===== config.mk =====
export PLATFORM = sky130hd
export DESIGN_NAME = acs_sequencer
export DESIGN_NICKNAME = d
export VERILOG_FILES = /design/src/hdl/acs_pkg.sv /design/src/hdl/acs_sequencer.sv
export VERILOG_INCLUDE_DIRS = /design/src /design/src/hdl
export SDC_FILE = /design/constraint.sdc
export NUM_CORES = 1
export LEC_CHECK = 0
export BUFFER_PORTS_ARGS = -buffer_cell sky130_fd_sc_hd__buf_2
export CORE_ASPECT_RATIO = 0.6
export CORE_MARGIN = 2
export CORE_UTILIZATION = 53
export CTS_CLUSTER_DIAMETER = 120
export CTS_CLUSTER_SIZE = 28
export DETAILED_ROUTE_END_ITERATION = 8
export GPL_TIMING_DRIVEN = 1
export PLACE_DENSITY = 0.77
export RECOVER_POWER = 50
export SYNTH_ARGS = -nofsm -noshare
export SYNTH_HDL_FRONTEND = slang
export SYNTH_SLANG_ARGS = --single-unit

===== constraint.sdc =====
create_clock -name ref_clk -period 2.6 [get_ports ref_clk]
set_clock_uncertainty 0.15 [all_clocks]
set_input_delay 0.78 -clock ref_clk [delete_from_list [all_inputs] [get_ports ref_clk]]
set_output_delay 0.78 -clock ref_clk [all_outputs]
set_load 0.01 [all_outputs]

===== src/hdl/acs_map.svh =====
/*
  register offsets, field positions, reset values and timing counts
  of the conversion sequencer.
  assumes: included by bare name; word-aligned apb byte addresses.
*/
`ifndef ACS_MAP_SVH
`define ACS_MAP_SVH
// ****************************************
// register byte offsets
// ****************************************
`define ACS_OFF_NCTRL 8'h00
`define ACS_OFF_MODE 8'h04
`define ACS_OFF_PCTRL 8'h08
`define ACS_OFF_PCH 8'h0c
// result pairs: 2'b01 in addr[7:6], pair in addr[5:3], high in addr[2]
`define ACS_RES_PAGE 2'h1
`define ACS_PAIRS 7
`define ACS_PRIO_PAIR 3'h6
// ****************************************
// normal_control_reg fields
// ****************************************
`define ACS_NC_START 0
`define ACS_NC_TSEL 2:1
`define ACS_NC_HWEN 3
`define ACS_NC_IDLE 4
`define ACS_NC_BUSY 6
`define ACS_NC_EOS 7
// ****************************************
// mode_select_reg fields
// ****************************************
`define ACS_MD_CH 2:0
`define ACS_MD_SCAN 3
`define ACS_MD_REP 4
`define ACS_MD_ITM 5
// ****************************************
// priority_control_reg fields
// ****************************************
`define ACS_PC_START 0
`define ACS_PC_TSEL 2:1
`define ACS_PC_HWEN 3
`define ACS_PC_BUSY 6
`define ACS_PC_EOS 7
// ****************************************
// trigger selections and reset values
// ****************************************
`define ACS_TSEL_TIMER 2'h0
`define ACS_TSEL_PIN 2'h2
`define ACS_TSEL_AUDIO 2'h3
`define ACS_RST_CH 3'h0
`define ACS_RST_TSEL 2'h1
`define ACS_LAST_CH 3'h5
// ****************************************
// timing
// ****************************************
`define ACS_CONV_CLOCKS 7'd120
`endif


===== src/hdl/acs_pkg.sv =====
/*
  types shared by the conversion sequencer.
  assumes: nothing beyond a systemverilog compiler.
*/
package acs_pkg;
  // who currently owns the analog converter
  typedef enum logic [1:0] {
    OWN_IDLE,
    OWN_NORMAL,
    OWN_PRIO
  } owner_type;
endpackage


===== src/hdl/acs_sequencer.sv =====
/*
  conversion sequencer for a six-input converter, apb register slave.
  assumes: analog core converts conv_channel while conv_active and
  shows a valid adc_result in the cycle a conversion completes;
  trigger pulses and standby levels are on ref_clk.
*/
`timescale 1ns/1ps
`default_nettype none
`include "acs_map.svh"
module acs_sequencer #(
  parameter int CONV_DIV = 4 // ref_clk cycles per conversion clock
) (
  input wire logic ref_clk,
  input wire logic nrst,
  input wire logic psel,
  input wire logic penable,
  input wire logic pwrite,
  input wire logic [7:0] paddr,
  input wire logic [31:0] pwdata,
  output logic [31:0] prdata,
  output logic pready,
  output logic pslverr,
  input wire logic external_trigger_pin_n,
  input wire logic timer0_match_interrupt,
  input wire logic timer1_match_interrupt,
  input wire logic audio_sample_event,
  input wire logic first_idle_mode,
  input wire logic second_idle_mode,
  input wire logic stop_mode,
  input wire logic [9:0] adc_result,
  output logic conv_active,
  output logic [2:0] conv_channel,
  output logic normal_end_interrupt,
  output logic priority_end_interrupt
);
  // ****************************************
  // elaboration checks
  // ****************************************
  localparam int DIV_W = (CONV_DIV > 1) ? $clog2(CONV_DIV) : 1;
  localparam logic [DIV_W-1:0] DIV_LAST = DIV_W'(CONV_DIV - 1);
  if (CONV_DIV < 1) begin : g_chk
    $error("CONV_DIV must be at least 1");
  end

  // ****************************************
  // state
  // ****************************************
  logic [1:0] ntsel_reg; // normal trigger select
  logic nhwen_reg; // normal hardware trigger enable
  logic idle_run_reg; // keep running in second idle mode
  logic eos_reg; // normal end flag
  logic [2:0] nfield_reg; // normal channel field
  logic scan_reg;
  logic rep_reg;
  logic itm_reg; // interrupt timing bit
  logic [1:0] ptsel_reg;
  logic phwen_reg;
  logic priority_end_flag_reg; // priority end flag
  logic [2:0] pfield_reg; // priority channel field
  logic nbusy_reg; // normal sequence in progress
  logic nbusy_next;
  logic pbusy_reg; // priority conversion in progress
  logic pbusy_next;
  logic [2:0] nch_reg; // channel of the normal sequence
  logic [2:0] nch_next;
  logic [1:0] fill_reg; // store slot in fixed repeat, four slots
  logic [1:0] fill_next;
  logic [6:0] cnt_reg; // conversion clocks spent
  logic [DIV_W-1:0] div_reg; // conversion clock divider
  logic [9:0] res_reg [0:6]; // result pairs, pair 6 is priority
  logic rf_reg [0:6]; // result stored flags
  logic ovr_reg [0:6]; // overrun flags
  logic hrd_reg [0:6]; // high byte read since last store
  logic lrd_reg [0:6]; // low byte read since last store
  logic [2:0] sync_reg; // trigger pin synchroniser
  logic pin_reg; // filtered pin level
  logic fall_reg; // one-cycle falling edge pulse
  logic [31:0] prdata_reg;
  logic pready_reg;
  logic pslverr_reg;
  logic active_reg;
  logic [2:0] chan_reg;
  logic nirq_reg;
  logic pirq_reg;
  acs_pkg::owner_type owner_reg; // converter owner, gates the conversion timer
  acs_pkg::owner_type owner_next;

  // ****************************************
  // apb decode
  // ****************************************
  wire acc = psel & penable;
  // read data is captured in the first access cycle; writes land with the answer the next
  wire cap = acc & ~pready_reg;
  wire wr_en = acc & pready_reg & pwrite;
  wire rd_cap = cap & ~pwrite;
  wire hit_nc = paddr == `ACS_OFF_NCTRL;
  wire hit_md = paddr == `ACS_OFF_MODE;
  wire hit_pc = paddr == `ACS_OFF_PCTRL;
  wire hit_ph = paddr == `ACS_OFF_PCH;
  wire [2:0] pidx = paddr[5:3];
  wire hit_rs = (paddr[7:6] == `ACS_RES_PAGE) && (pidx != 3'h7);
  wire hi_sel = paddr[2];
  wire [1:0] low_bits = paddr[1:0];
  wire mapped = (hit_nc | hit_md | hit_pc | hit_ph | hit_rs) && (low_bits == 2'h0);
  // read side effects act at the capture edge so a set in that
  // very cycle still shows in a later read
  wire rd_nc = rd_cap & hit_nc;
  wire rd_pc = rd_cap & hit_pc;
  wire rd_lo = rd_cap & hit_rs & ~hi_sel;
  wire rd_hi = rd_cap & hit_rs & hi_sel;

  // ****************************************
  // trigger sources
  // ****************************************
  wire tmr_n = ntsel_reg == `ACS_TSEL_TIMER;
  wire pin_n = ntsel_reg == `ACS_TSEL_PIN;
  wire tmr_p = ptsel_reg == `ACS_TSEL_TIMER;
  wire pin_p = ptsel_reg == `ACS_TSEL_PIN;
  wire aud_p = ptsel_reg == `ACS_TSEL_AUDIO;
  wire n_src = (pin_n & fall_reg) | (tmr_n & timer0_match_interrupt);
  wire p_src = (pin_p & fall_reg) | (tmr_p & timer1_match_interrupt) | (aud_p & audio_sample_event);
  wire sw_n = wr_en & hit_nc & pwdata[`ACS_NC_START];
  wire sw_p = wr_en & hit_pc & pwdata[`ACS_PC_START];
  // software start is honoured whatever trigger is enabled
  wire n_start = sw_n | (nhwen_reg & n_src);
  wire p_req = sw_p | (phwen_reg & p_src);
  // halt in standby: second idle only when told not to run
  wire halt = first_idle_mode | stop_mode | (second_idle_mode & ~idle_run_reg);
  wire p_take = p_req & ~pbusy_reg & ~halt;

  // ****************************************
  // channel selection
  // ****************************************
  // field values above five fall back to the last input
  wire [2:0] clamp = (nfield_reg > `ACS_LAST_CH) ? `ACS_LAST_CH : nfield_reg;
  wire [2:0] first_ch = scan_reg ? 3'h0 : clamp;
  wire [2:0] pclamp = (pfield_reg > `ACS_LAST_CH) ? `ACS_LAST_CH : pfield_reg;
  wire fix_rep = rep_reg & ~scan_reg;
  wire four = fix_rep & itm_reg;
  wire pass_end = ~scan_reg | (nch_reg == clamp);
  wire tick = div_reg == DIV_LAST;
  wire conv_on = owner_reg != acs_pkg::OWN_IDLE;
  wire done = conv_on & tick & (cnt_reg == `ACS_CONV_CLOCKS - 7'd1);
  wire [2:0] nslot = four ? {1'b0, fill_reg} : nch_reg;

  // ****************************************
  // sequencer next state
  // ****************************************
  logic restart; // reopen the conversion counter
  logic store_n;
  logic store_p;
  logic eos_set;
  logic priority_end_flag_set;
  always_comb begin
    nbusy_next = nbusy_reg;
    pbusy_next = pbusy_reg;
    nch_next = nch_reg;
    fill_next = fill_reg;
    restart = 1'b0;
    store_n = 1'b0;
    store_p = 1'b0;
    eos_set = 1'b0;
    priority_end_flag_set = 1'b0;
    if (halt) begin
      // standby drops both sequences, even mid-conversion
      nbusy_next = 1'b0;
      pbusy_next = 1'b0;
      restart = 1'b1;
    end else begin
      if (done && pbusy_reg) begin
        // priority result, then the normal channel is redone
        store_p = 1'b1;
        priority_end_flag_set = 1'b1;
        pbusy_next = 1'b0;
        restart = 1'b1;
      end else if (done) begin
        store_n = 1'b1;
        restart = 1'b1;
        if (four) begin
          fill_next = fill_reg + 2'h1;
        end
        if (!pass_end) begin
          nch_next = nch_reg + 3'h1;
        end else begin
          eos_set = ~four | (fill_reg == 2'h3);
          nch_next = first_ch;
          // repeat bit is only looked at when a pass ends
          nbusy_next = rep_reg;
        end
      end
      if (n_start) begin
        // restart the sequence; a running priority keeps the core
        nbusy_next = 1'b1;
        nch_next = first_ch;
        fill_next = 2'h0;
        restart = restart | ~pbusy_next;
      end
      if (p_take) begin
        pbusy_next = 1'b1;
        restart = 1'b1;
      end
    end
  end

  always_comb begin
    owner_next = acs_pkg::OWN_IDLE;
    if (pbusy_next) begin
      owner_next = acs_pkg::OWN_PRIO;
    end else if (nbusy_next) begin
      owner_next = acs_pkg::OWN_NORMAL;
    end
  end

  // ****************************************
  // read data
  // ****************************************
  wire [2:0] ridx = hit_rs ? pidx : 3'h0;
  wire [9:0] rres = res_reg[ridx];
  wire [31:0] nc_rd = {24'h0, eos_reg, nbusy_reg, 1'b0, idle_run_reg, nhwen_reg, ntsel_reg, 1'b0};
  wire [31:0] md_rd = {26'h0, itm_reg, rep_reg, scan_reg, nfield_reg};
  wire [31:0] pc_rd = {24'h0, priority_end_flag_reg, pbusy_reg, 2'h0, phwen_reg, ptsel_reg, 1'b0};
  wire [31:0] ph_rd = {29'h0, pfield_reg};
  wire [31:0] lo_rd = {24'h0, rres[1:0], 4'h0, ovr_reg[ridx], rf_reg[ridx]};
  wire [31:0] hi_rd = {24'h0, rres[9:2]};
  wire [31:0] rs_rd = hi_sel ? hi_rd : lo_rd;
  wire [31:0] rd_mux = !mapped ? 32'h0 : hit_nc ? nc_rd : hit_md ? md_rd :
                       hit_pc ? pc_rd : hit_ph ? ph_rd : rs_rd;

  // ****************************************
  // apb answer, one wait state
  // ****************************************
  always_ff @(posedge ref_clk or negedge nrst) begin
    if (!nrst) begin
      pready_reg <= 1'b0;
      prdata_reg <= 32'h0;
      pslverr_reg <= 1'b0;
    end else begin
      pready_reg <= cap;
      pslverr_reg <= cap & ~mapped;
      if (rd_cap) begin
        prdata_reg <= rd_mux;
      end
    end
  end

  // ****************************************
  // software control registers
  // ****************************************
  always_ff @(posedge ref_clk or negedge nrst) begin
    if (!nrst) begin
      ntsel_reg <= `ACS_RST_TSEL;
      nhwen_reg <= 1'b0;
      idle_run_reg <= 1'b0;
      nfield_reg <= `ACS_RST_CH;
      scan_reg <= 1'b0;
      rep_reg <= 1'b0;
      itm_reg <= 1'b0;
      ptsel_reg <= `ACS_RST_TSEL;
      phwen_reg <= 1'b0;
      pfield_reg <= `ACS_RST_CH;
    end else begin
      if (wr_en && hit_nc) begin
        ntsel_reg <= pwdata[`ACS_NC_TSEL];
        nhwen_reg <= pwdata[`ACS_NC_HWEN];
        idle_run_reg <= pwdata[`ACS_NC_IDLE];
      end
      if (wr_en && hit_md) begin
        nfield_reg <= pwdata[`ACS_MD_CH];
        scan_reg <= pwdata[`ACS_MD_SCAN];
        rep_reg <= pwdata[`ACS_MD_REP];
        itm_reg <= pwdata[`ACS_MD_ITM];
      end
      if (wr_en && hit_pc) begin
        // select changes go straight through; software should
        // drop the enable first to avoid a stray start
        ptsel_reg <= pwdata[`ACS_PC_TSEL];
        phwen_reg <= pwdata[`ACS_PC_HWEN];
      end
      if (wr_en && hit_ph) begin
        pfield_reg <= pwdata[2:0];
      end
    end
  end

  // ****************************************
  // end flags, set wins over read clear
  // ****************************************
  always_ff @(posedge ref_clk or negedge nrst) begin
    if (!nrst) begin
      eos_reg <= 1'b0;
      priority_end_flag_reg <= 1'b0;
    end else begin
      eos_reg <= eos_set | (eos_reg & ~rd_nc);
      priority_end_flag_reg <= priority_end_flag_set | (priority_end_flag_reg & ~rd_pc);
    end
  end

  // ****************************************
  // sequencer and conversion timer
  // ****************************************
  always_ff @(posedge ref_clk or negedge nrst) begin
    if (!nrst) begin
      nbusy_reg <= 1'b0;
      pbusy_reg <= 1'b0;
      nch_reg <= `ACS_RST_CH;
      fill_reg <= 2'h0;
      owner_reg <= acs_pkg::OWN_IDLE;
    end else begin
      nbusy_reg <= nbusy_next;
      pbusy_reg <= pbusy_next;
      nch_reg <= nch_next;
      fill_reg <= fill_next;
      owner_reg <= owner_next;
    end
  end

  // abort restarts the count from zero, no partial credit
  always_ff @(posedge ref_clk or negedge nrst) begin
    if (!nrst) begin
      div_reg <= '0;
      cnt_reg <= 7'h0;
    end else if (restart || !conv_on) begin
      div_reg <= '0;
      cnt_reg <= 7'h0;
    end else if (tick) begin
      div_reg <= '0;
      cnt_reg <= cnt_reg + 7'h1;
    end else begin
      div_reg <= div_reg + DIV_W'(1);
    end
  end

  // ****************************************
  // result pairs with stored and overrun flags
  // ****************************************
  always_ff @(posedge ref_clk or negedge nrst) begin
    if (!nrst) begin
      for (int i = 0; i < `ACS_PAIRS; i++) begin
        res_reg[i] <= 10'h0;
        rf_reg[i] <= 1'b0;
        ovr_reg[i] <= 1'b0;
        hrd_reg[i] <= 1'b1;
        lrd_reg[i] <= 1'b1;
      end
    end else begin
      for (int i = 0; i < `ACS_PAIRS; i++) begin
        logic wr_i;
        logic lo_i;
        wr_i = (store_n && (nslot == 3'(i))) || (store_p && (i == 6));
        lo_i = rd_lo && (pidx == 3'(i));
        if (wr_i) begin
          res_reg[i] <= adc_result;
        end
        rf_reg[i] <= wr_i | (rf_reg[i] & ~lo_i);
        ovr_reg[i] <= (wr_i & ~(hrd_reg[i] & lrd_reg[i])) | (ovr_reg[i] & ~lo_i);
        hrd_reg[i] <= ~wr_i & (hrd_reg[i] | (rd_hi && (pidx == 3'(i))));
        lrd_reg[i] <= ~wr_i & (lrd_reg[i] | lo_i);
      end
    end
  end

  // ****************************************
  // trigger pin synchroniser and edge
  // ****************************************
  // level accepted once second and third stage agree
  always_ff @(posedge ref_clk or negedge nrst) begin
    if (!nrst) begin
      sync_reg <= 3'h7;
      pin_reg <= 1'b1;
      fall_reg <= 1'b0;
    end else begin
      sync_reg <= {sync_reg[1:0], external_trigger_pin_n};
      if (sync_reg[1] == sync_reg[2]) begin
        pin_reg <= sync_reg[2];
      end
      fall_reg <= pin_reg & (sync_reg[1] == sync_reg[2]) & ~sync_reg[2];
    end
  end

  // ****************************************
  // registered outputs
  // ****************************************
  always_ff @(posedge ref_clk or negedge nrst) begin
    if (!nrst) begin
      active_reg <= 1'b0;
      chan_reg <= `ACS_RST_CH;
      nirq_reg <= 1'b0;
      pirq_reg <= 1'b0;
    end else begin
      active_reg <= nbusy_next | pbusy_next;
      chan_reg <= pbusy_next ? pclamp : nch_next;
      nirq_reg <= eos_set;
      pirq_reg <= priority_end_flag_set;
    end
  end

  assign prdata = prdata_reg;
  assign pready = pready_reg;
  assign pslverr = pslverr_reg;
  assign conv_active = active_reg;
  assign conv_channel = chan_reg;
  assign normal_end_interrupt = nirq_reg;
  assign priority_end_interrupt = pirq_reg;
endmodule
`default_nettype wire


Word-level counts from Yosys, hierarchy flattened
Index checks and enable logic that the tools add are counted.
- $add $sub $neg: 4
- multipliers: 0
- div/mod/pow operators: 0
- magnitude comparators: 3
- equal/unequal tests: 26
- shifts and indexed selects: 0
- muxes and demuxes: 59
- bitwise gates (word level): 155
- reductions and logical operators: 42
- operators with widths (cell ; number):
    AND 1 bit ; 75
    two-way mux 8 bit ; 6
    OR 1 bit ; 45
    inverter 1 bit ; 34
    two-way mux 3 bit ; 11
    binary-select mux 10 bit (select 3 bit) ; 1
    logical AND 1 bit ; 28
    two-way mux 1 bit ; 28
    two-way mux 10 bit ; 2
    == test 3 bit, second input constant ; 6
    == test 8 x 4 -> 1 bit, second input constant ; 2
    two-way mux 2 bit ; 7
    two-way mux 7 bit ; 2
    == test 3 x 2 -> 1 bit, second input constant ; 4
    == test 2 bit, second input constant ; 5
    == test 8 x 3 -> 1 bit, second input constant ; 1
    logical NOT 8 bit ; 1
    nonzero test 2 bit ; 4
    adder 7 x 1 -> 7 bit, second input constant ; 1
    == test 7 bit, second input constant ; 1
    binary-select mux 1 bit (select 3 bit) ; 2
    == test 3 x 1 -> 1 bit, second input constant ; 2
    greater-than comparator 3 bit, second input constant ; 2
    logical NOT 2 bit ; 3
    13 further kinds ; 16
- register bits: 179
- latch bits: 0
- bits in writable memories: 0
- memory bits (read-only): 0
- output and inout port bits: 40
- word-level logic and storage cells: 353
- memories: 0

Depth between registers and ports, before layout
- word-level depth: 13
- gate-level depth with buffers: 10
- gate-level depth less buffers: 7

Worst setup path after synthesis
OpenSTA, ideal clock, no wires.
- path kind: input port to flip-flop
- start point: in paddr[4]
- end point: reg chan_reg[0], in the netlist conv_channel[0]
- arrival time: 2.422 ns
- data required time: 2.325 ns
- slack: -0.096 ns
- stages on the path: 7
- path through: clkbuf_1 nor3_1 nand3_1 a2bb2oi_1 nor2b_1 a211oi_2 mux2_2
- word-level cells in the longest chain between the ends: 9
- RTL lines (item ; line ; RTL):
    start, declared ; acs_sequencer.sv:18 ; input wire logic [7:0] paddr,
    == test 8 x 4 -> 1 bit (no source line) ; - ;
    AND 1 bit (2 in a row) ; acs_sequencer.sv:123 ; wire sw_p = wr_en & hit_pc & pwdata[`ACS_PC_START];
    OR 1 bit ; acs_sequencer.sv:126 ; wire p_req = sw_p | (phwen_reg & p_src);
    AND 1 bit (2 in a row) ; acs_sequencer.sv:129 ; wire p_take = p_req & ~pbusy_reg & ~halt;
    two-way mux 1 bit ; acs_sequencer.sv:198 ; if (p_take) begin
    two-way mux 1 bit ; acs_sequencer.sv:164 ; if (halt) begin
    two-way mux 3 bit (*) ; acs_sequencer.sv:391 ; chan_reg <= pbusy_next ? pclamp : nch_next;
    end signal, assigned ; acs_sequencer.sv:386 ; chan_reg <= `ACS_RST_CH;
    end signal, assigned ; acs_sequencer.sv:391 ;
    end, declared ; acs_sequencer.sv:82 ; logic [2:0] chan_reg;
Mark *: on every way between the ends. The rest lies on a longest branch, timed or not.
A chain may end at the register's enable or synchronous reset.

Worst setup path after layout
- start point: reg ptsel_reg[0]
- end point: reg active_reg, in the netlist conv_active
- word-level cells in the longest chain between the ends: 11
- RTL lines (item ; line ; RTL):
    start, declared ; acs_sequencer.sv:56 ; logic [1:0] ptsel_reg;
    start signal, assigned ; acs_sequencer.sv:258 ; ptsel_reg <= `ACS_RST_TSEL;
    start signal, assigned ; acs_sequencer.sv:276 ; ptsel_reg <= pwdata[`ACS_PC_TSEL];
    == test 2 bit (no source line) or logical NOT 2 bit (tied branches) ; - ;
    AND 1 bit ; acs_sequencer.sv:121 ; wire p_src = (pin_p & fall_reg) | (tmr_p & timer1_match_interrupt) | (aud_p & audio_sample_event);
    OR 1 bit ; acs_sequencer.sv:121 ;
    OR 1 bit (*) ; acs_sequencer.sv:121 ;
    AND 1 bit (*) ; acs_sequencer.sv:126 ;
    OR 1 bit (*) ; acs_sequencer.sv:126 ;
    AND 1 bit (*) (2 in a row) ; acs_sequencer.sv:129 ;
    two-way mux 1 bit (*) ; acs_sequencer.sv:198 ;
    two-way mux 1 bit (*) ; acs_sequencer.sv:164 ;
    OR 1 bit (*) ; acs_sequencer.sv:390 ; active_reg <= nbusy_next | pbusy_next;
    end signal, assigned ; acs_sequencer.sv:390 ;
    end, declared ; acs_sequencer.sv:81 ; logic active_reg;
Marked as above.

==> flow_results.org <==
** Clock network
- CTS Sinks :: 154
- The tree is rooted in a clkbuf_16.
- Clock-pin slew on the worst setup and hold paths :: 0.07 ns
- Hold buffer count at CTS :: 0
- The clock passes through at most 2 buffers.
- Deepest level of the CTS H-tree :: 4
- CTS Buf Count :: 17
- Gates resized during post-CTS repair numbered 0.
- CTS tree :: yes
- Number of buffers inserted by post-CTS setup repair :: 0
- Worst-skew pair later-pin latency :: 0.43 ns

** Routing
- After detailed routing, the number of remaining DRC violations is 0.
- Wires add up to approximately 22 mm.
- In this run the remaining antenna-violating nets after routing total 0.
- Iter 0 DRT Violations :: 708
- Before antenna repair, the detailed router went through 6 iterations.
- Vias after detailed routing :: between 6000 and 7000
- After detailed routing, the average wire length per cell comes to 21.1 µm.
- Dividing the detail-routed via count by the number of cells gives 6.11.

** Logic synthesis
- After technology mapping, the gate count stands at 721.
- Counting flops with a built-in enable in the synthesized netlist gives 0.
- Fraction of synthesized cell area taken by the top area cell type :: roughly 42%
- Number of flip-flops and latches in the synthesized netlist :: 154
- Syn Area/Cell :: 10.9 µm²
- Number of warnings reported in the yosys synthesis log :: 0
- Of the synthesized area, sequential elements account for 49.2%.
- The synthesized netlist occupies a cell area of 0.00789 mm².
- The synthesized design spends more area on one cell type than any other, namely dfrtp_1.
- Share of flip-flops with an asynchronous set or reset :: 100%
- Number of library cell types mapped by synthesis :: 73
- Synth Flop Type :: dfrtp_1
- Sorting the synthesized cells by area gives the leading types as dfrtp_1 (42%), mux2_2 (12%), dfstp_2 (6.7%).

** Flow run
- Maximum capacitance violations :: 1

** Worst setup path
- For the worst flop-to-flop path, the logic depth is 7.
- In this run the critical register-to-register path is captured at conv_active.
- Crit end category :: flop
- Crit Path Class :: flop to flop
- STA puts the critical path data arrival time at 2.66 ns.
- The worst setup path is launched from a flop.
- The worst register-to-register path has a setup slack of 0.10 ns.
- Highest net fanout along the worst path :: 4
- Data on the critical path is required at its endpoint by 2.76 ns.
- In this run the critical register-to-register path is launched from ptsel_reg[0].

** STA
- Setup violations remaining at the end of the flow were counted as 0.
- Share of the clock period used by the worst path after layout :: 96.1%
- Worst-margin pin slew :: between 1.5 and 2 ns
- Hold Vio Cnt, Final :: 0
- RSZ-0062 raised after global routing :: no
- Headroom to the max-slew limit came out at -17.4%.
- The number of slew-limit violations in the final report was 29.
- Setup slack after layout :: 0.102 ns
- Final period demand of the worst path :: around 2.5 ns
- Max frequency :: approximately 0.4 GHz

** Layout
- Commonest non-fill, non-tap cell in the layout :: dfrtp_1
- In the final design database the tool counted 896 nets.
- FF/Latch Area :: 0.00388 mm²
- Layout overhead on the synthesized area :: 19.5%
- The register with the most flip-flops in the layout has 70 of them.
- After filler insertion, the fill cell instance count of the layout stands at approximately 1100.
- The multi-input combinational cells in the finished layout cover a total of 0.00369 mm².
- Ratio of cells with drive above 1 in the final layout :: between 30% and 40%
- Final design area excluding fillers :: 0.00943 mm²
- Diodes inserted :: 0
- The library cells used most frequently in the layout, excluding fill and tap cells, are dfrtp_1 (134), mux2_2 (86), buf_4 (68).
- Layout Utilization :: approximately 65%

** Power
- Overall power consumption :: about 0.0053 W
- Peak ir drop on the vdd network :: 0.000310 V
- In this run the static leakage power is ~4.6 nW.
- Power spread over the standard cell area amounts to 561 mW/mm².

** Global route
- Summed over all layers, the global routing overflow is 0.
- Via count of the first global-routing pass :: 6254
- Global-route wire length before repair :: 34.8 mm
- Antenna violations before repair :: 0
- Total routing resource utilization after global routing :: 28.5%
- Entering global routing, the biggest net connects 46 pins.

** Placed design
- OpenSTA, run right after detailed placement, puts the worst setup slack at -0.173 ns.
- The congestion estimate from routability-driven global placement came to 0.934.
- In this run the tool buffered the top-level ports with 51 buffer cells.
- Once placement finished, the instance area stood at 0.00887 mm².
- Detailed placement finished with a half-perimeter wire length of 16.0 mm.

** Min path
- Start point of the worst min-delay path :: sync_reg[0]
- Worst hold path type :: flop to flop
- Hold endpoint :: sync_reg[1]
- The worst hold path passes through 0 cells.

** Floorplan
- Die footprint :: 0.0159 mm²
- Initial cell density of the core :: 54.4%
- I/O pins :: roughly 100
- The die is slightly below 100 µm tall.
- Horizontal die dimension :: 162 µm
- Count of standard-cell rows :: 34
- The core region is approximately 0.015 mm².

** Outcome
- The flow ran to the end, but the final reports show violations.
- Failing checks :: capacitance limit, slew limit
layout make-up:
class	instances	area share, %
Clock inverter	15	1.63
Timing Repair Buffer	132	10.4
Clock buffer	17	4.51
Sequential cell	154	41.1
Tap cell	198	2.63
Multi-Input combinational cell	508	39.1
Inverter	17	0.676
worst max-delay path, cell delays in order, from the launching register on:
cell       delay, ns
dfstp_2         0.58
mux2_2          0.34
a22o_1          0.23
a2bb2oi_1       0.31
nor2b_1         0.21
a211oi_2        0.10
buf_4           0.18
or2_2           0.28
metal layers:
layer | vias up | track usage (%) | share of wire (%)
li1 | 2799 | - | -
met1 | 3232 | 43.0 | 45
met3 | 30 | 5.64 | 9.7
met5 | - | 0 | 0
met2 | 304 | 42.2 | 44
met4 | 0 | 7.69 | 1.3
cells in the mapped netlist, types with 13 or more instances:
cell        n
dfrtp_1   134
mux2_2     86
nor2_1     53
nand2_1    52
a21oi_1    45
o21ai_0    29
buf_4      25
clkbuf_1   24
dfstp_2    20
inv_1      16
nor2b_1    15
mux2_4     14
mux2i_1    13
report_power, final:
part	internal [W]	switching, W	total (W)	leakage (nW)
clock	0.00135	0.00111	0.00246	0.275
sequential	0.00243	0.0000142	0.00244	2.06
combinational	0.000137	0.000246	0.000383	2.26
total	0.00392	0.00137	0.00529	4.60
worst max-delay path by stage:
stage	slack (ns)	endpoint	depth (start not counted)	from
after global placement	-0.15	conv_channel[0]	7	paddr[6]
after CTS	0.12	conv_active	7	ptsel_reg[0]
after global routing	0.008	div_reg[0]	6	ptsel_reg[0]
after detailed placement	-0.17	conv_channel[1]	8	paddr[6]
final	0.10	conv_active	7	ptsel_reg[0]
after floorplan	0.02	conv_channel[0]	7	paddr[3]
through the flow:
step                      cells  hold slack (ns)  setup TNS (ns)
after floorplan             744            0.195               0
after global placement     1009            0.199          -0.705
after detailed placement   1009            0.202           -1.30
after CTS                  1041           0.0741               0
after global routing       1041            0.224               0
final                      1041            0.217               0
cells by family after synthesis:
group	after synthesis	share of synthesized area [%]
and+or+nand+nor	190	12.5
AOI/OAI and AO/OA	166	14.3
DFF	154	49.2
muxes	114	16.8
buffers and inverters	82	5.41
xor gates and xnor gates	9	0.999
adders and majority gates	5	0.761
other	1	0.0475
(Power assumes the default switching activity.)
